## src/logic/acs_defs.svh

```systemverilog
// Constants of the amplifier control and status register bank.
// Assumes inclusion by bare name from the design files that need them.
`ifndef ACS_DEFS_SVH
`define ACS_DEFS_SVH

// ------------------------------------------------------------------
// Serial bus addressing
// ------------------------------------------------------------------
// Seven-bit slave address; the 8-bit write and read forms are d8 and d9.
`define ACS_SLAVE_ADDR7    7'h6c
// Number of bits in one transferred byte.
`define ACS_BYTE_BITS      4'h8

// ------------------------------------------------------------------
// Register offsets
// ------------------------------------------------------------------
`define ACS_REG_FAULT      8'h01
`define ACS_REG_STATUS     8'h02
`define ACS_REG_CTRL       8'h03

// ------------------------------------------------------------------
// Reset values and masks
// ------------------------------------------------------------------
// Latched fault flags clear to zero.
`define ACS_FAULT_RESET    6'h00
// Control: 26 dB gain, 400 kHz switching, limiter off.
`define ACS_CTRL_RESET     8'h78
// Control bits that software can store; reserved bits 2:1 stay zero.
`define ACS_CTRL_WR_MASK   8'hf9

// ------------------------------------------------------------------
// Field positions
// ------------------------------------------------------------------
`define ACS_CTRL_FREQ_BIT  0
`define ACS_CTRL_LIM_LSB   3
`define ACS_CTRL_LIM_MSB   5
`define ACS_CTRL_GAIN_LSB  6
`define ACS_CTRL_GAIN_MSB  7
// Number of latched fault flags, held in fault bits 7:2.
`define ACS_FAULT_FLAGS    6

`endif

```

## src/logic/acs_pkg.sv

```systemverilog
// Types shared by the amplifier control and status register bank.
// Assumes nothing of its surroundings.
package acs_pkg;

    // ------------------------------------------------------------------
    // Types
    // ------------------------------------------------------------------
    // Phases of the serial slave.
    typedef enum logic [2:0] {
        ACS_IDLE,
        ACS_ADDR,
        ACS_ACK_ADDR,
        ACS_REG,
        ACS_ACK_WR,
        ACS_WDATA,
        ACS_RDATA,
        ACS_MACK
    } acs_state_type;

    // One register byte.
    typedef logic [7:0] acs_byte_type;
    // Gain select field.
    typedef logic [1:0] acs_gain_type;
    // Peak-output limiter select field.
    typedef logic [2:0] acs_limit_type;

endpackage

```

## src/logic/acs_pin_sync.sv

```systemverilog
// Three-stage input synchroniser with agreement filter.
// Assumes inputs come from outside the clk_in domain.
`timescale 1ns/100ps
`default_nettype none

module acs_pin_sync #(
    parameter int                 WIDTH     = 1,
    parameter logic [WIDTH-1:0]   RESET_VAL = '0
) (
    input  wire logic             clk_in,
    input  wire logic             reset_in,
    input  wire logic [WIDTH-1:0] async_in,
    output wire logic [WIDTH-1:0] sync_out
);

    // ------------------------------------------------------------------
    // Parameter check
    // ------------------------------------------------------------------
    if (WIDTH < 1) begin : g_bad_width
        $error("acs_pin_sync needs WIDTH of at least one");
    end

    // ------------------------------------------------------------------
    // Per-bit stages
    // ------------------------------------------------------------------
    logic [WIDTH-1:0] s1_q;   // First stage, read only by the second.
    logic [WIDTH-1:0] s2_q;   // Second stage.
    logic [WIDTH-1:0] s3_q;   // Third stage.
    logic [WIDTH-1:0] out_q;  // Filtered value.

    for (genvar i = 0; i < WIDTH; i++) begin : g_bit
        // A change is accepted once the second and third stages agree.
        always_ff @(posedge clk_in or posedge reset_in) begin
            if (reset_in) begin
                s1_q[i]  <= RESET_VAL[i];
                s2_q[i]  <= RESET_VAL[i];
                s3_q[i]  <= RESET_VAL[i];
                out_q[i] <= RESET_VAL[i];
            end else begin
                s1_q[i] <= async_in[i];
                s2_q[i] <= s1_q[i];
                s3_q[i] <= s2_q[i];
                if (s2_q[i] == s3_q[i]) begin
                    out_q[i] <= s3_q[i];
                end
            end
        end
    end

    assign sync_out = out_q;

endmodule

`default_nettype wire

```

## src/logic/acs_fault_latch.sv

```systemverilog
// Sticky fault flags: set by an event level, cleared by a read pulse.
// Assumes set and clear inputs are in the clk_in domain.
`timescale 1ns/100ps
`default_nettype none

module acs_fault_latch #(
    parameter int              WIDTH = 6
) (
    input  wire logic             clk_in,
    input  wire logic             reset_in,
    input  wire logic [WIDTH-1:0] set_in,
    input  wire logic             clear_in,
    output wire logic [WIDTH-1:0] flags_out
);

    // ------------------------------------------------------------------
    // Parameter check
    // ------------------------------------------------------------------
    if (WIDTH < 1) begin : g_bad_width
        $error("acs_fault_latch needs WIDTH of at least one");
    end

    // ------------------------------------------------------------------
    // Flags
    // ------------------------------------------------------------------
    logic [WIDTH-1:0] flag_q;  // Latched flags.

    for (genvar i = 0; i < WIDTH; i++) begin : g_flag
        // An event in the clearing cycle wins, so none is lost.
        always_ff @(posedge clk_in or posedge reset_in) begin
            if (reset_in) begin
                flag_q[i] <= 1'b0;
            end else if (set_in[i]) begin
                flag_q[i] <= 1'b1;
            end else if (clear_in) begin
                flag_q[i] <= 1'b0;
            end
        end
    end

    assign flags_out = flag_q;

endmodule

`default_nettype wire

```

## src/logic/acs_regs.sv

```systemverilog
// Control and status register bank of a mono class-D amplifier,
// reached as a slave on a two-wire serial bus.
// Assumes the analog side drives the fault, diagnostic and mode levels,
// and that the board resolves the open-drain data line from its enable.
//
// What this block does
// - Decode 01 fault, 02 status, 03 control.
// - Fault reads zero at reset; bits 1:0 reserved.
// - Fault bits 2-5: diag, overcurrent, under/overvoltage.
// - Fault bit 6 dc offset, 7 overtemperature.
// - Status reads zero when nothing present.
// - Status bits 0-3 show present load faults.
// - Status bits 4-7: fault, diag, mute, play.
// - Control resets to 01111000.
// - Control bit 0 selects 400/500 kHz.
// - Control bits 5:3 select limiter level.
`timescale 1ns/100ps
`default_nettype none
`include "acs_defs.svh"

module acs_regs (
    input  wire logic                  clk_in,
    input  wire logic                  reset_in,
    input  wire logic                  scl_in,
    input  wire logic                  sda_in,
    output wire logic                  sda_out,
    output wire logic                  sda_oe_n_out,
    input  wire logic [5:0]            fault_event_in,
    input  wire logic [3:0]            load_diag_in,
    input  wire logic [3:0]            mode_flags_in,
    output wire acs_pkg::acs_gain_type  gain_sel_out,
    output wire acs_pkg::acs_limit_type limit_sel_out,
    output wire logic                  freq_sel_out
);
    import acs_pkg::*;

    // ------------------------------------------------------------------
    // Input synchronisers
    // ------------------------------------------------------------------
    logic [1:0]  bus_s;     // Filtered {scl, sda}.
    logic [13:0] ana_s;     // Filtered {mode, diag, fault events}.
    logic        scl_s;     // Clean clock line.
    logic        sda_s;     // Clean data line.
    logic [5:0]  fault_ev;  // Fault events for bits 7:2.
    logic [7:0]  status_w;  // Live status byte.

    // Bus lines idle high, so they reset high to avoid a false start.
    acs_pin_sync #(.WIDTH(2), .RESET_VAL(2'h3)) u_bus_sync (
        .clk_in   (clk_in),
        .reset_in (reset_in),
        .async_in ({scl_in, sda_in}),
        .sync_out (bus_s)
    );

    // Analog levels arrive from outside the clock domain too.
    acs_pin_sync #(.WIDTH(14), .RESET_VAL(14'h0000)) u_ana_sync (
        .clk_in   (clk_in),
        .reset_in (reset_in),
        .async_in ({mode_flags_in, load_diag_in, fault_event_in}),
        .sync_out (ana_s)
    );

    assign scl_s    = bus_s[1];
    assign sda_s    = bus_s[0];
    assign fault_ev = ana_s[5:0];
    // Live conditions, zero when nothing is present.
    assign status_w = ana_s[13:6];

    // ------------------------------------------------------------------
    // Line edge detection
    // ------------------------------------------------------------------
    logic scl_prev_q;  // Clock line one cycle ago.
    logic sda_prev_q;  // Data line one cycle ago.
    logic scl_rise;    // Clock went high.
    logic scl_fall;    // Clock went low.
    logic start_det;   // Data fell while clock high.
    logic stop_det;    // Data rose while clock high.

    // Both lines pass equal filters, so their order of change holds.
    always_ff @(posedge clk_in or posedge reset_in) begin
        if (reset_in) begin
            scl_prev_q <= 1'b1;
            sda_prev_q <= 1'b1;
        end else begin
            scl_prev_q <= scl_s;
            sda_prev_q <= sda_s;
        end
    end

    assign scl_rise  = scl_s & ~scl_prev_q;
    assign scl_fall  = ~scl_s & scl_prev_q;
    assign start_det = scl_s & scl_prev_q & sda_prev_q & ~sda_s;
    assign stop_det  = scl_s & scl_prev_q & ~sda_prev_q & sda_s;

    // ------------------------------------------------------------------
    // Slave state
    // ------------------------------------------------------------------
    acs_state_type state_q;     // Bus phase.
    logic [3:0]    bit_cnt_q;   // Bits of the current byte.
    acs_byte_type  shift_q;     // Received byte.
    acs_byte_type  tx_q;        // Byte being sent, msb first.
    acs_byte_type  ptr_q;       // Register pointer.
    logic          rd_q;        // Current access is a read.
    logic          mack_q;      // Master answer after a read byte.
    logic          oe_n_q;      // Data line enable, low pulls low.
    logic          sda_zero_q;  // Driven level, always low.
    acs_byte_type  ctrl_q;      // Control register.
    logic [5:0]    flags;       // Latched fault flags 7:2.
    acs_byte_type  fault_w;     // Fault register view.
    acs_byte_type  read_w;      // Byte selected by the pointer.
    logic          byte_done;   // Eighth bit has been clocked.
    logic          load_tx;     // A read byte is fetched now.
    logic          ctrl_wr;     // Control write strobe.
    logic          fault_clr;   // Fault flags are being read.

    assign byte_done = scl_fall && (bit_cnt_q == `ACS_BYTE_BITS);
    assign load_tx   = scl_fall && ((state_q == ACS_ACK_ADDR && rd_q) ||
                                    (state_q == ACS_MACK && !mack_q));
    assign ctrl_wr   = byte_done && state_q == ACS_WDATA &&
                       ptr_q == `ACS_REG_CTRL;
    // Reading the fault register clears it; live faults set again.
    assign fault_clr = load_tx && ptr_q == `ACS_REG_FAULT;
    // Reserved fault bits 1:0 always read zero.
    assign fault_w   = {flags, 2'h0};

    // ------------------------------------------------------------------
    // Register read decode
    // ------------------------------------------------------------------
    // Unmapped offsets read as zero.
    always_comb begin
        case (ptr_q)
            `ACS_REG_FAULT:  read_w = fault_w;
            `ACS_REG_STATUS: read_w = status_w;
            `ACS_REG_CTRL:   read_w = ctrl_q;
            default:         read_w = 8'h00;
        endcase
    end

    // ------------------------------------------------------------------
    // Serial slave sequencer
    // ------------------------------------------------------------------
    // Samples data on clock rise, changes the data line on clock fall.
    always_ff @(posedge clk_in or posedge reset_in) begin
        if (reset_in) begin
            state_q   <= ACS_IDLE;
            bit_cnt_q <= 4'h0;
            shift_q   <= 8'h00;
            tx_q      <= 8'h00;
            ptr_q     <= 8'h00;
            rd_q      <= 1'b0;
            mack_q    <= 1'b1;
            oe_n_q    <= 1'b1;
        end else if (stop_det) begin
            // Stop ends any transfer and frees the line.
            state_q <= ACS_IDLE;
            oe_n_q  <= 1'b1;
        end else if (start_det) begin
            // Start or repeated start opens an address byte.
            state_q   <= ACS_ADDR;
            bit_cnt_q <= 4'h0;
            oe_n_q    <= 1'b1;
        end else begin
            case (state_q)
                ACS_ADDR, ACS_REG, ACS_WDATA: begin
                    if (scl_rise) begin
                        shift_q   <= {shift_q[6:0], sda_s};
                        bit_cnt_q <= bit_cnt_q + 4'h1;
                    end else if (byte_done) begin
                        bit_cnt_q <= 4'h0;
                        if (state_q == ACS_ADDR) begin
                            if (shift_q[7:1] == `ACS_SLAVE_ADDR7) begin
                                // Acknowledge only our own address.
                                rd_q    <= shift_q[0];
                                oe_n_q  <= 1'b0;
                                state_q <= ACS_ACK_ADDR;
                            end else begin
                                state_q <= ACS_IDLE;
                            end
                        end else if (state_q == ACS_REG) begin
                            ptr_q   <= shift_q;
                            oe_n_q  <= 1'b0;
                            state_q <= ACS_ACK_WR;
                        end else begin
                            // Data bytes auto-increment the pointer.
                            ptr_q   <= ptr_q + 8'h01;
                            oe_n_q  <= 1'b0;
                            state_q <= ACS_ACK_WR;
                        end
                    end
                end
                ACS_ACK_ADDR: begin
                    if (scl_fall) begin
                        bit_cnt_q <= 4'h0;
                        if (rd_q) begin
                            // First read byte: drive its msb at once.
                            tx_q    <= read_w;
                            oe_n_q  <= read_w[7];
                            ptr_q   <= ptr_q + 8'h01;
                            state_q <= ACS_RDATA;
                        end else begin
                            oe_n_q  <= 1'b1;
                            state_q <= ACS_REG;
                        end
                    end
                end
                ACS_ACK_WR: begin
                    if (scl_fall) begin
                        oe_n_q  <= 1'b1;
                        state_q <= ACS_WDATA;
                    end
                end
                ACS_RDATA: begin
                    if (scl_rise) begin
                        bit_cnt_q <= bit_cnt_q + 4'h1;
                    end else if (byte_done) begin
                        // Free the line for the master's answer.
                        oe_n_q    <= 1'b1;
                        bit_cnt_q <= 4'h0;
                        state_q   <= ACS_MACK;
                    end else if (scl_fall) begin
                        oe_n_q <= tx_q[6];
                        tx_q   <= {tx_q[6:0], 1'b0};
                    end
                end
                ACS_MACK: begin
                    if (scl_rise) begin
                        mack_q <= sda_s;
                    end else if (scl_fall) begin
                        if (!mack_q) begin
                            // Acknowledged: send the next register.
                            tx_q    <= read_w;
                            oe_n_q  <= read_w[7];
                            ptr_q   <= ptr_q + 8'h01;
                            state_q <= ACS_RDATA;
                        end else begin
                            // Not acknowledged: wait for stop.
                            state_q <= ACS_IDLE;
                        end
                    end
                end
                default: begin
                    state_q <= ACS_IDLE;
                end
            endcase
        end
    end

    // ------------------------------------------------------------------
    // Latched fault flags
    // ------------------------------------------------------------------
    // Events set bits 2..7: diag, overcurrent, under, over, dc, heat.
    acs_fault_latch #(.WIDTH(`ACS_FAULT_FLAGS)) u_fault (
        .clk_in    (clk_in),
        .reset_in  (reset_in),
        .set_in    (fault_ev),
        .clear_in  (fault_clr),
        .flags_out (flags)
    );

    // ------------------------------------------------------------------
    // Control register and line drive
    // ------------------------------------------------------------------
    // Only offset 03 takes data; reserved bits are masked to zero.
    always_ff @(posedge clk_in or posedge reset_in) begin
        if (reset_in) begin
            ctrl_q <= `ACS_CTRL_RESET;
        end else if (ctrl_wr) begin
            ctrl_q <= shift_q & `ACS_CTRL_WR_MASK;
        end
    end

    // Open-drain: the level is always low, only the enable moves.
    always_ff @(posedge clk_in or posedge reset_in) begin
        if (reset_in) begin
            sda_zero_q <= 1'b0;
        end else begin
            sda_zero_q <= 1'b0;
        end
    end

    assign sda_out       = sda_zero_q;
    assign sda_oe_n_out  = oe_n_q;
    assign freq_sel_out  = ctrl_q[`ACS_CTRL_FREQ_BIT];
    assign limit_sel_out = ctrl_q[`ACS_CTRL_LIM_MSB:`ACS_CTRL_LIM_LSB];
    assign gain_sel_out  = ctrl_q[`ACS_CTRL_GAIN_MSB:`ACS_CTRL_GAIN_LSB];
endmodule

`default_nettype wire

```

## config.mk

```make
export PLATFORM = sky130hd
export DESIGN_NAME = acs_regs
export DESIGN_NICKNAME = d
export VERILOG_FILES = /design/src/logic/acs_pkg.sv /design/src/logic/acs_pin_sync.sv /design/src/logic/acs_fault_latch.sv /design/src/logic/acs_regs.sv
export VERILOG_INCLUDE_DIRS = /design/src /design/src/logic
export SDC_FILE = /design/constraint.sdc
export NUM_CORES = 1
export LEC_CHECK = 0
export BUFFER_PORTS_ARGS = -buffer_cell sky130_fd_sc_hd__buf_2
export CORE_AREA = 2 2 102 104
export CTS_CLUSTER_DIAMETER = 200
export DETAILED_ROUTE_END_ITERATION = 8
export DIE_AREA = 0 0 104 106
export PLACE_DENSITY = 0.61
export RECOVER_POWER = 25
export SYNTH_ARGS = -nofsm -noshare
export SYNTH_HDL_FRONTEND = slang
export SYNTH_SLANG_ARGS = --single-unit
```

## constraint.sdc

```tcl
create_clock -name clk_in -period 4.4 [get_ports clk_in]
set_input_delay 0.22 -clock clk_in [delete_from_list [all_inputs] [get_ports clk_in]]
set_output_delay 0.22 -clock clk_in [all_outputs]
set_load 0.1 [all_outputs]
```

# Word level (Yosys, flattened, before mapping)

Cells that the tools add are included.

Add/subtract/negate cells: 2
Equality and inequality tests: 52
Multiplexer cells: 63
Bitwise operators: 14
Reductions and logical operators: 29

Operators with widths:

| operator                                                              | count |
|---|---|
| 8-bit 2-to-1 mux                                                      | 9 |
| 7-bit 2-to-1 mux                                                      | 8 |
| 8-bit one-hot mux with 3 select lines                                 | 2 |
| 3-bit 2-to-1 mux                                                      | 13 |
| 4-bit != test, second input constant                                  | 9 |
| 11-bit AND reduction                                                  | 3 |
| 1-bit 2-to-1 mux                                                      | 22 |
| 2-bit != test, second input constant                                  | 11 |
| 7-bit one-hot mux with 3 select lines                                 | 1 |
| 1-bit equality test                                                   | 16 |
| 8-bit by 2-bit equality test with 1-bit output, second input constant | 2 |
| 4-bit 2-to-1 mux                                                      | 4 |
| 3-bit one-hot mux with 5 select lines                                 | 1 |
| 3-bit equality test, second input constant                            | 4 |
| 4-bit AND reduction                                                   | 3 |
| 2-bit nonzero test                                                    | 6 |
| 5-bit != test, second input constant                                  | 2 |
| 3-bit nonzero test                                                    | 3 |
| 8-bit by 1-bit adder with 8-bit output, second input constant         | 1 |
| 8-bit by 1-bit equality test with 1-bit output, second input constant | 1 |
| 4-bit one-hot mux with 2 select lines                                 | 1 |
| 8-bit AND reduction                                                   | 1 |
| 1-bit bitwise AND                                                     | 7 |
| 7-bit equality test, second input constant                            | 1 |
| other kinds (16)                                                      | 29 |

Bits in registers: 111
Input bits: 18
Word-level logic and storage cells: 241

# Longest topological paths before layout

Gate-level depths: netlist (run 1).

Word-level depth: 8
Depth in mapped cells: 9
Mapped depth without buffers: 7

# Cells and area by module

Synthesis (run 1) repeated with hierarchy kept, for this count alone.

Cell total of the unflattened synthesis: 350
Area, all modules: 4476.8 um^2

By module, submodules not included:

| module                     | times used | cells an instance | area each (um^2) |
|---|---|---|---|
| acs_regs                   | 1          | 254               | 2474.9 |
| acs_pin_sync at u_ana_sync | 1          | 71                | 1562.7 |
| acs_pin_sync at u_bus_sync | 1          | 11                | 236.5 |
| acs_fault_latch            | 1          | 14                | 202.7 |

# Worst setup path after synthesis (run 1)

OpenSTA, ideal clock, no wires.

Path kind: reg2reg
Start: register u_bus_sync.out_q[0] (netlist: u_bus_sync.sync_out[0])
End: register tx_q[0]
Setup time: 0.125 ns
Arrival: 1.806 ns
Setup slack: 2.469 ns
Cell stages (with the launch flop): 6
Path buffers: 0
Path through: dfstp_2 -> xor2_1 -> a32o_2 -> nor3_4 -> o2111ai_4 -> mux2_2

Cells in the longest elaborated chain, start to end: 4
Elaborated cells on any way between the ends: 6

Ends and longest elaborated chain:

| item                             | RTL line           | RTL |
|---|---|---|
| start, declared                  | acs_pin_sync.sv:29 | `logic [WIDTH-1:0] out_q;` |
| start signal, assigned by index  | acs_pin_sync.sv:38 | `out_q[i] <= RESET_VAL[i];` |
| start signal, assigned by index  | acs_pin_sync.sv:44 | `out_q[i] <= s3_q[i];` |
| 1-bit NOT                        | acs_regs.sv:92     | `assign start_det = scl_s & scl_prev_q & sda_prev_q & ~sda_s;` |
| 1-bit bitwise AND                | acs_regs.sv:92     |  |
| 1-bit NOT (no line)              | -                  |  |
| 11-bit AND reduction (no line) * | -                  |  |
| end signal, assigned             | acs_regs.sv:196    | `tx_q <= read_w;` |
| end signal, assigned             | acs_regs.sv:222    | `tx_q <= {tx_q[6:0], 1'b0};` |
| end signal, assigned             | acs_regs.sv:231    | `tx_q <= read_w;` |
| end, declared                    | acs_regs.sv:101    | `acs_byte_type tx_q;` |

Every way passes the cells marked *; elsewhere a longest branch is shown, timed or not.
A chain may end at the register's enable or synchronous reset.

# Final worst setup path (run 1)

Start: register state_q[1]
End: register tx_q[2]

Cells in the longest elaborated chain, start to end: 3
Elaborated cells on any way between the ends: 14

Ends and longest elaborated chain:

| item                                                                                  | RTL line        | RTL |
|---|---|---|
| start, declared                                                                       | acs_regs.sv:98  | `acs_state_type state_q;` |
| start signal, assigned                                                                | acs_regs.sv:145 | `state_q <= ACS_IDLE;` |
| start signal, assigned                                                                | acs_regs.sv:155 | `state_q <= ACS_IDLE;` |
| start signal, assigned                                                                | acs_regs.sv:159 | `state_q <= ACS_ADDR;` |
| 3-bit equality test or 3-bit by 2-bit equality test with 1-bit output (tied branches) | acs_regs.sv:163 | `case (state_q)` |
| 2-bit != test (no line) or 3-bit nonzero test (tied branches)                         | -               |  |
| 11-bit AND reduction (no line)                                                        | -               |  |

Parallel ways exist; a longest one is shown, timed or not.

==> qor.yml, run 1 <==
setup_path:
  reg2regPathDepth: 5
  critPathMaxFanout: 21
  cp-end-kind: "flip-flop"
  regToRegSetupSlack_ns: 1.99
  startpoint_type: "flip-flop"
  cp.required_ns: 4.66
  r2r-end: "tx_q[2]"
  worstSetupPathType: "reg -> reg"
  r2r-start: "state_q[1]"
  crit_arrival_ns: 2.67
die:
  chipWidth_microns: 104
  pin_count: 26
  die-area_sq_um: 11000
  initial_utilization_pct: 45.1
  rows: 37
  core_sq_um: 10000
  die_h_microns: 106
clocking:
  cts_tree: "done"
  hold_buffers: 16
  cts_root_buf: "clkbuf_8"
  htree_levels: 3
  cts-resized-gates: 0
  cts_buffers: 9
  postCtsSetupRepairBufs: 0
  clockBufferDepth: 2
  clk_latency_ns: 0.38
  clk_pin_slew_ns: 0.10
  clock-sinks: 111
place:
  dpl_cell_area_sq_um: 4700
  io_buffers: 24
  dp.final_hpwl_microns: 5590
  dp_slack_ns: 2.01
  gp_congestion: 0.789
power_and_ir_drop:
  power_frac_comb_pct: 8.1
  p_leak_uw: 0.00218
  p_sw_share_pct: 26.3
  p_switching_uw: 490
  power_frac_clock_pct: 31.4
  seq_power_share_pct: 60.5
  p_int_uw: 1370
  peakVddDrop_uv: 263
  p_per_area_nw_per_um2: 368
sta:
  hold_slack_ns: 0.358
  fin_worst_skew_ns: 0.0119
  maxSlewHeadroom_pct: -120
  period_share_pct: 54.8
  slew_violations: 77
  setup_violations: 0
  rsz0062_at_grt: "no"
  tns_ns: 0
  min_period_ns: 2.41
  worstMarginPinSlew_ns: 3.28
  fmax_ghz: 0.414
  hold_viol: 0
  final.setup.worst_slack_ns: 1.99
yosys:
  synth.top_cell.area_share_pct: 52.7
  async_reset_ff_share_pct: 100
  yosys.area.top_type: "dfrtp_1"
  syn_avg_cell_area_sq_um: 12.9
  yosysWarnings: 0
  syn_inst: 349
  yosys_register_bits: 111
  synth_edf_count: 0
  synth.area.top_cells: "dfrtp_1, dfstp_2, mux2_2, maj3_1, o21ai_0"
  synth_flop_cell: "dfrtp_1"
  synth-seq-area-share_pct: 62.1
  yosysMostFrequentCell: "dfrtp_1"
  synth_common_cells: "dfrtp_1, mux2_2, nand2_1"
  yosysUniqueCellTypes: 61
  synth_nets: 372
  syn-cell-area_sq_um: 4510
routing:
  antenna_left: 0
  viasPerCell: 5.33
  avgRoutedWirePerCell_microns: 15.7
  drt_first_pass_iters: 4
  via_count: 2815
  wl_microns: 8270
  drt_iter0_drc: 186
  remaining_drc_errors: 0
global_route:
  grt_use_total_pct: 16.4
  grt_max_degree: 77
  grt_pass1_vias: 2716
  antenna_found_initial: 0
  grt_pass1_wl_microns: 14100
  grt-ovfl-total: 0
status:
  status: "complete, but fails checks"
  violations: "capacitance limit, slew limit"
cells_and_area:
  syn_to_final_growth_pct: 12.2
  layout-drive-gt1-share_pct: 22.4
  n_fill_cell: 913
  diodes: 0
  seq_area_sq_um: 2800
  nets: 410
  final_area_sq_um: 5060
  multi_input_area_sq_um: 1570
min_path:
  hp-start: "u_ana_sync.s1_q[6]"
  hold_end: "u_ana_sync.s2_q[6]"
  worstHoldPathCells: 0
  holdCritPathClass: "reg -> reg"
job:
  maxCapViolations: 1
-- power groups by stage --
stage	Combinational [uW]	Clock [uW]	Sequential [uW]
floorplan	85.5	0	1160
global placement	140	0	1150
detailed placement	143	0	1150
CTS	154	616	1130
global route	166	650	1140
finish	151	584	1130
-- logic make-up (layout without fill, tap and decap cells) --
logic type	Yosys count	in the layout	synth area share [%]
AND/OR/NAND/NOR	88	88	11.1
other	1	1	0.0832
AO/OA/AOI/OAI	76	76	12.0
multiplexers	24	24	5.97
XOR/XNOR	3	3	0.583
adder cells (fa/ha/maj)	21	21	4.94
flip-flops	111	111	62.1
buffers and inverters	25	68	3.22
-- worst max-delay path, cell delays in order (launching register included) --
cell       delay (ns)
dfrtp_1          0.64
nor3b_1          0.28
a32o_2           0.29
nor3_4           0.44
o2111ai_4        0.29
mux2_2           0.35
-- layout by cell type, fill, tap and decap left out, types with 3 or more instances in the layout --
master         synthesis  layout
a21o_1                 7       7
a21oi_1               12      12
a221oi_1               4       4
a31oi_1                8       8
and3_1                 7       7
and4_1                 4       4
buf_2                  5      24
clkbuf_8               3      10
dfrtp_1               95      95
dfstp_2               16      14
dlygate4sd3_1          0      16
ha_1                   5       5
inv_1                 11      10
maj3_1                16      16
mux2_2                23      23
nand2_1               22      22
nand2b_1               6       6
nand3_1               10      10
nand4_1                3       3
nor2_1                11      11
nor2b_1                7       7
nor3_1                 3       3
o21ai_0               17      17
o22ai_1                5       5
or3_1                  3       3
xor2_1                 3       3
-- sequential cells by signal, summed over array words and instances (netlist names), 3 cells and up --
name and count:
u_ana_sync.s1_q 14, u_ana_sync.s2_q 14, u_ana_sync.s3_q 14, u_fault.flags_out 6
tx_q 7, ctrl_q 6, bit_cnt_q 4, u_ana_sync.sync_out 14
state_q 3, ptr_q 8, shift_q 8
-- layer usage --
| layer | vias to the layer above | global-route usage [%] | part of all wire, % |
|---|---|---|---|
| met3 | 11 | 4.05 | 3.7 |
| met5 | - | 0 | 0 |
| met2 | 55 | 24.6 | 46 |
| li1 | 1346 | - | - |
| met1 | 1403 | 22.9 | 48 |
| met4 | 0 | 6.95 | 2.0 |
-- metrics by stage --
step                instances  util, %  total power [uW]
finish                    528     50.6              1860
detailed placement        496     47.0              1290
global placement          496     47.0              1290
floorplan                 349        -              1250
CTS                       528     50.6              1900
global route              528     50.6              1950
-- how the worst max path moves through the flow --
stage / from / to / slack (ns) / depth (start not counted)
after detailed placement: state_q[1] / tx_q[2] / 2.01 / 5
final: state_q[1] / tx_q[2] / 1.99 / 5
after CTS: state_q[1] / tx_q[2] / 2.00 / 5
after global placement: state_q[1] / tx_q[1] / 2.06 / 5
after global routing: reset_in / u_fault.flags_out[3] / 1.48 / 3
after floorplan: reset_in / bit_cnt_q[0] / 1.28 / 1
-- cell type report --
type	count	share of cell area (%)
Tap cell	136	3.36
Sequential cell	111	55.3
Clock buffer	11	2.80
Clock inverter	5	1.04
Inverter	11	0.841
Multi-Input combinational cell	213	31.0
Timing Repair Buffer	41	5.69
No activity file was read; power rests on OpenSTA's default activity.
==> inputs of run 2 (changes only) <==
- clock period: 4.4 -> 2.4 ns (I/O delays scaled with it)
==> run 2 against run 1 <==
Net effect:
- first-iteration DRC count down 22%
- non-clock buffer count increased by 14
- combinational power up 100%
- wire length grew 2.4%
- the run now ends clean
- global-route usage grew 0.21 points
==> qor.yml, run 2 (same netlist as run 1, synthesis figures left out) <==
die:
  rows: 37
  chipWidth_microns: 104
  die_h_microns: 106
  die-area_sq_um: 11000
  core_sq_um: 10000
  initial_utilization_pct: 45.1
  pin_count: 26
sta:
  rsz0062_at_grt: "no"
  fmax_ghz: 0.462
  tns_ns: 0
  maxSlewHeadroom_pct: 49.0
  slew_violations: 0
  setup_violations: 0
  fin_worst_skew_ns: 0.00776
  hold_viol: 0
  period_share_pct: 90.2
  min_period_ns: 2.16
  worstMarginPinSlew_ns: 0.763
cells_and_area:
  final_cell_count_no_fill: 542
  layout-drive-gt1-share_pct: 24.9
  final_area_sq_um: 5200
  syn_to_final_growth_pct: 15.4
  n_fill_cell: 881
  final_cell_mix: "dfrtp_1, buf_2, mux2_2"
  layout_commonest_cell: "dfrtp_1"
  diodes: 0
  nets: 424
clocking:
  clk_pin_slew_ns: 0.11
  cts-resized-gates: 0
  cts_buffers: 9
  htree_levels: 3
  cts_root_buf: "clkbuf_8"
  clock-sinks: 111
  cts_tree: "done"
  clockBufferDepth: 2
  clk_latency_ns: 0.37
power_and_ir_drop:
  p_leak_uw: 0.00227
  p_per_area_nw_per_um2: 669
  peakVddDrop_uv: 540
  fin_total_pwr_uw: 3480
place:
  dp.final_hpwl_microns: 5800
  gp_congestion: 0.903
  dp_cells: 509
  dpl_cell_area_sq_um: 4830
  io_buffers: 24
global_route:
  grt_use_total_pct: 16.6
  grt_pass1_vias: 2942
  grt_max_degree: 41
  grt-ovfl-total: 0
  grt_pass1_wl_microns: 14700
  antenna_found_initial: 0
routing:
  remaining_drc_errors: 0
  via_count: 2931
  wl_microns: 8470
  antenna_left: 0
  viasPerCell: 5.41
  drt_first_pass_iters: 5
  avgRoutedWirePerCell_microns: 15.6
  drt_iter0_drc: 146
setup_path:
  startpoint_type: "flip-flop"
  critPathMaxFanout: 8
  crit_arrival_ns: 2.43
  cp-end-kind: "flip-flop"
  cp.required_ns: 2.67
  worstSetupPathType: "reg -> reg"
min_path:
  holdCritPathClass: "reg -> reg"
status:
  status: "finished clean"
job:
  maxCapViolations: 0
[run 2: cell count changes in the layout (fill, tap and decap cells not counted), sizes merged]
| cell | previous run | this run |
|---|---|---|
| dlygate4sd3 | 16 | 17 |
| clkbuf | 11 | 9 |
| clkinvlp | 2 | 1 |
| buf | 25 | 38 |
| inv | 12 | 14 |
| clkinv | 2 | 3 |
[run 2: worst paths after layout]
kind / to / cells past startpoint / from / slack [ns]
setup / recovery: ctrl_q[7] / 5 / ptr_q[4] / 0.24
min in group asynchronous: u_ana_sync.s3_q[0] / 3 / reset_in / 0.41
hold / removal: u_ana_sync.s2_q[12] / 0 / u_ana_sync.s1_q[12] / 0.36
max in group asynchronous: scl_prev_q / 4 / reset_in / 1.28
hold reg to reg: u_ana_sync.s2_q[12] / 0 / u_ana_sync.s1_q[12] / 0.36
setup reg to reg: ctrl_q[7] / 5 / ptr_q[4] / 0.24
[run 2: metal layers]
| layer | global-route usage, % | part of all wire, % | vias up | routed length [microns] |
|---|---|---|---|---|
| li1 | - | - | 1372 | - |
| met5 | 0 | 0 | - | 0 |
| met1 | 23.1 | 48 | 1466 | 4040 |
| met3 | 3.86 | 4.2 | 10 | 352 |
| met2 | 25.5 | 47 | 83 | 3960 |
| met4 | 6.66 | 1.5 | 0 | 125 |
[run 2: repair_timing]
item | 4_1_cts | 5_1_grt
endpoints found under the hold margin | 50 | 0
hold buffers | 17 | 0
setup buffers | 0 | 0
[run 2: final cells by class]
type	instances	area, sq um	share of cell area [%]
flip-flops and latches	111	2800	53.8
multi-input cells	213	1570	30.1
repair buffers	55	420	8.08
well taps	136	170	3.27
clock buffers	9	124	2.38
clock inverters	7	81.3	1.56
inverters	11	45.0	0.866
[run 2: worst max-delay path, stage by stage, from the launching register on]
cell and delay, ns:
dfrtp_1 0.45, nor4_2 0.29, buf_4 0.19, and3_1 0.36, nand3_1 0.37, mux2_2 0.39
[run 2: where the power goes]
group | total, uW | internal, uW | switching, uW
Combinational | 307 | 120 | 186
Sequential | 2070 | 1980 | 82.3
Clock | 1110 | 419 | 691
Total | 3480 | 2520 | 960
[run 2: metrics by stage]
step / setup slack [ns] / utilization, % / hold slack, ns
after floorplan: 0.469 / - / 0.124
after global placement: 0.341 / 48.3 / 0.226
after detailed placement: 0.289 / 48.3 / 0.226
after CTS: 0.251 / 52.0 / 0.354
after global routing: 0.182 / 52.0 / 0.353
final: 0.236 / 52.0 / 0.358
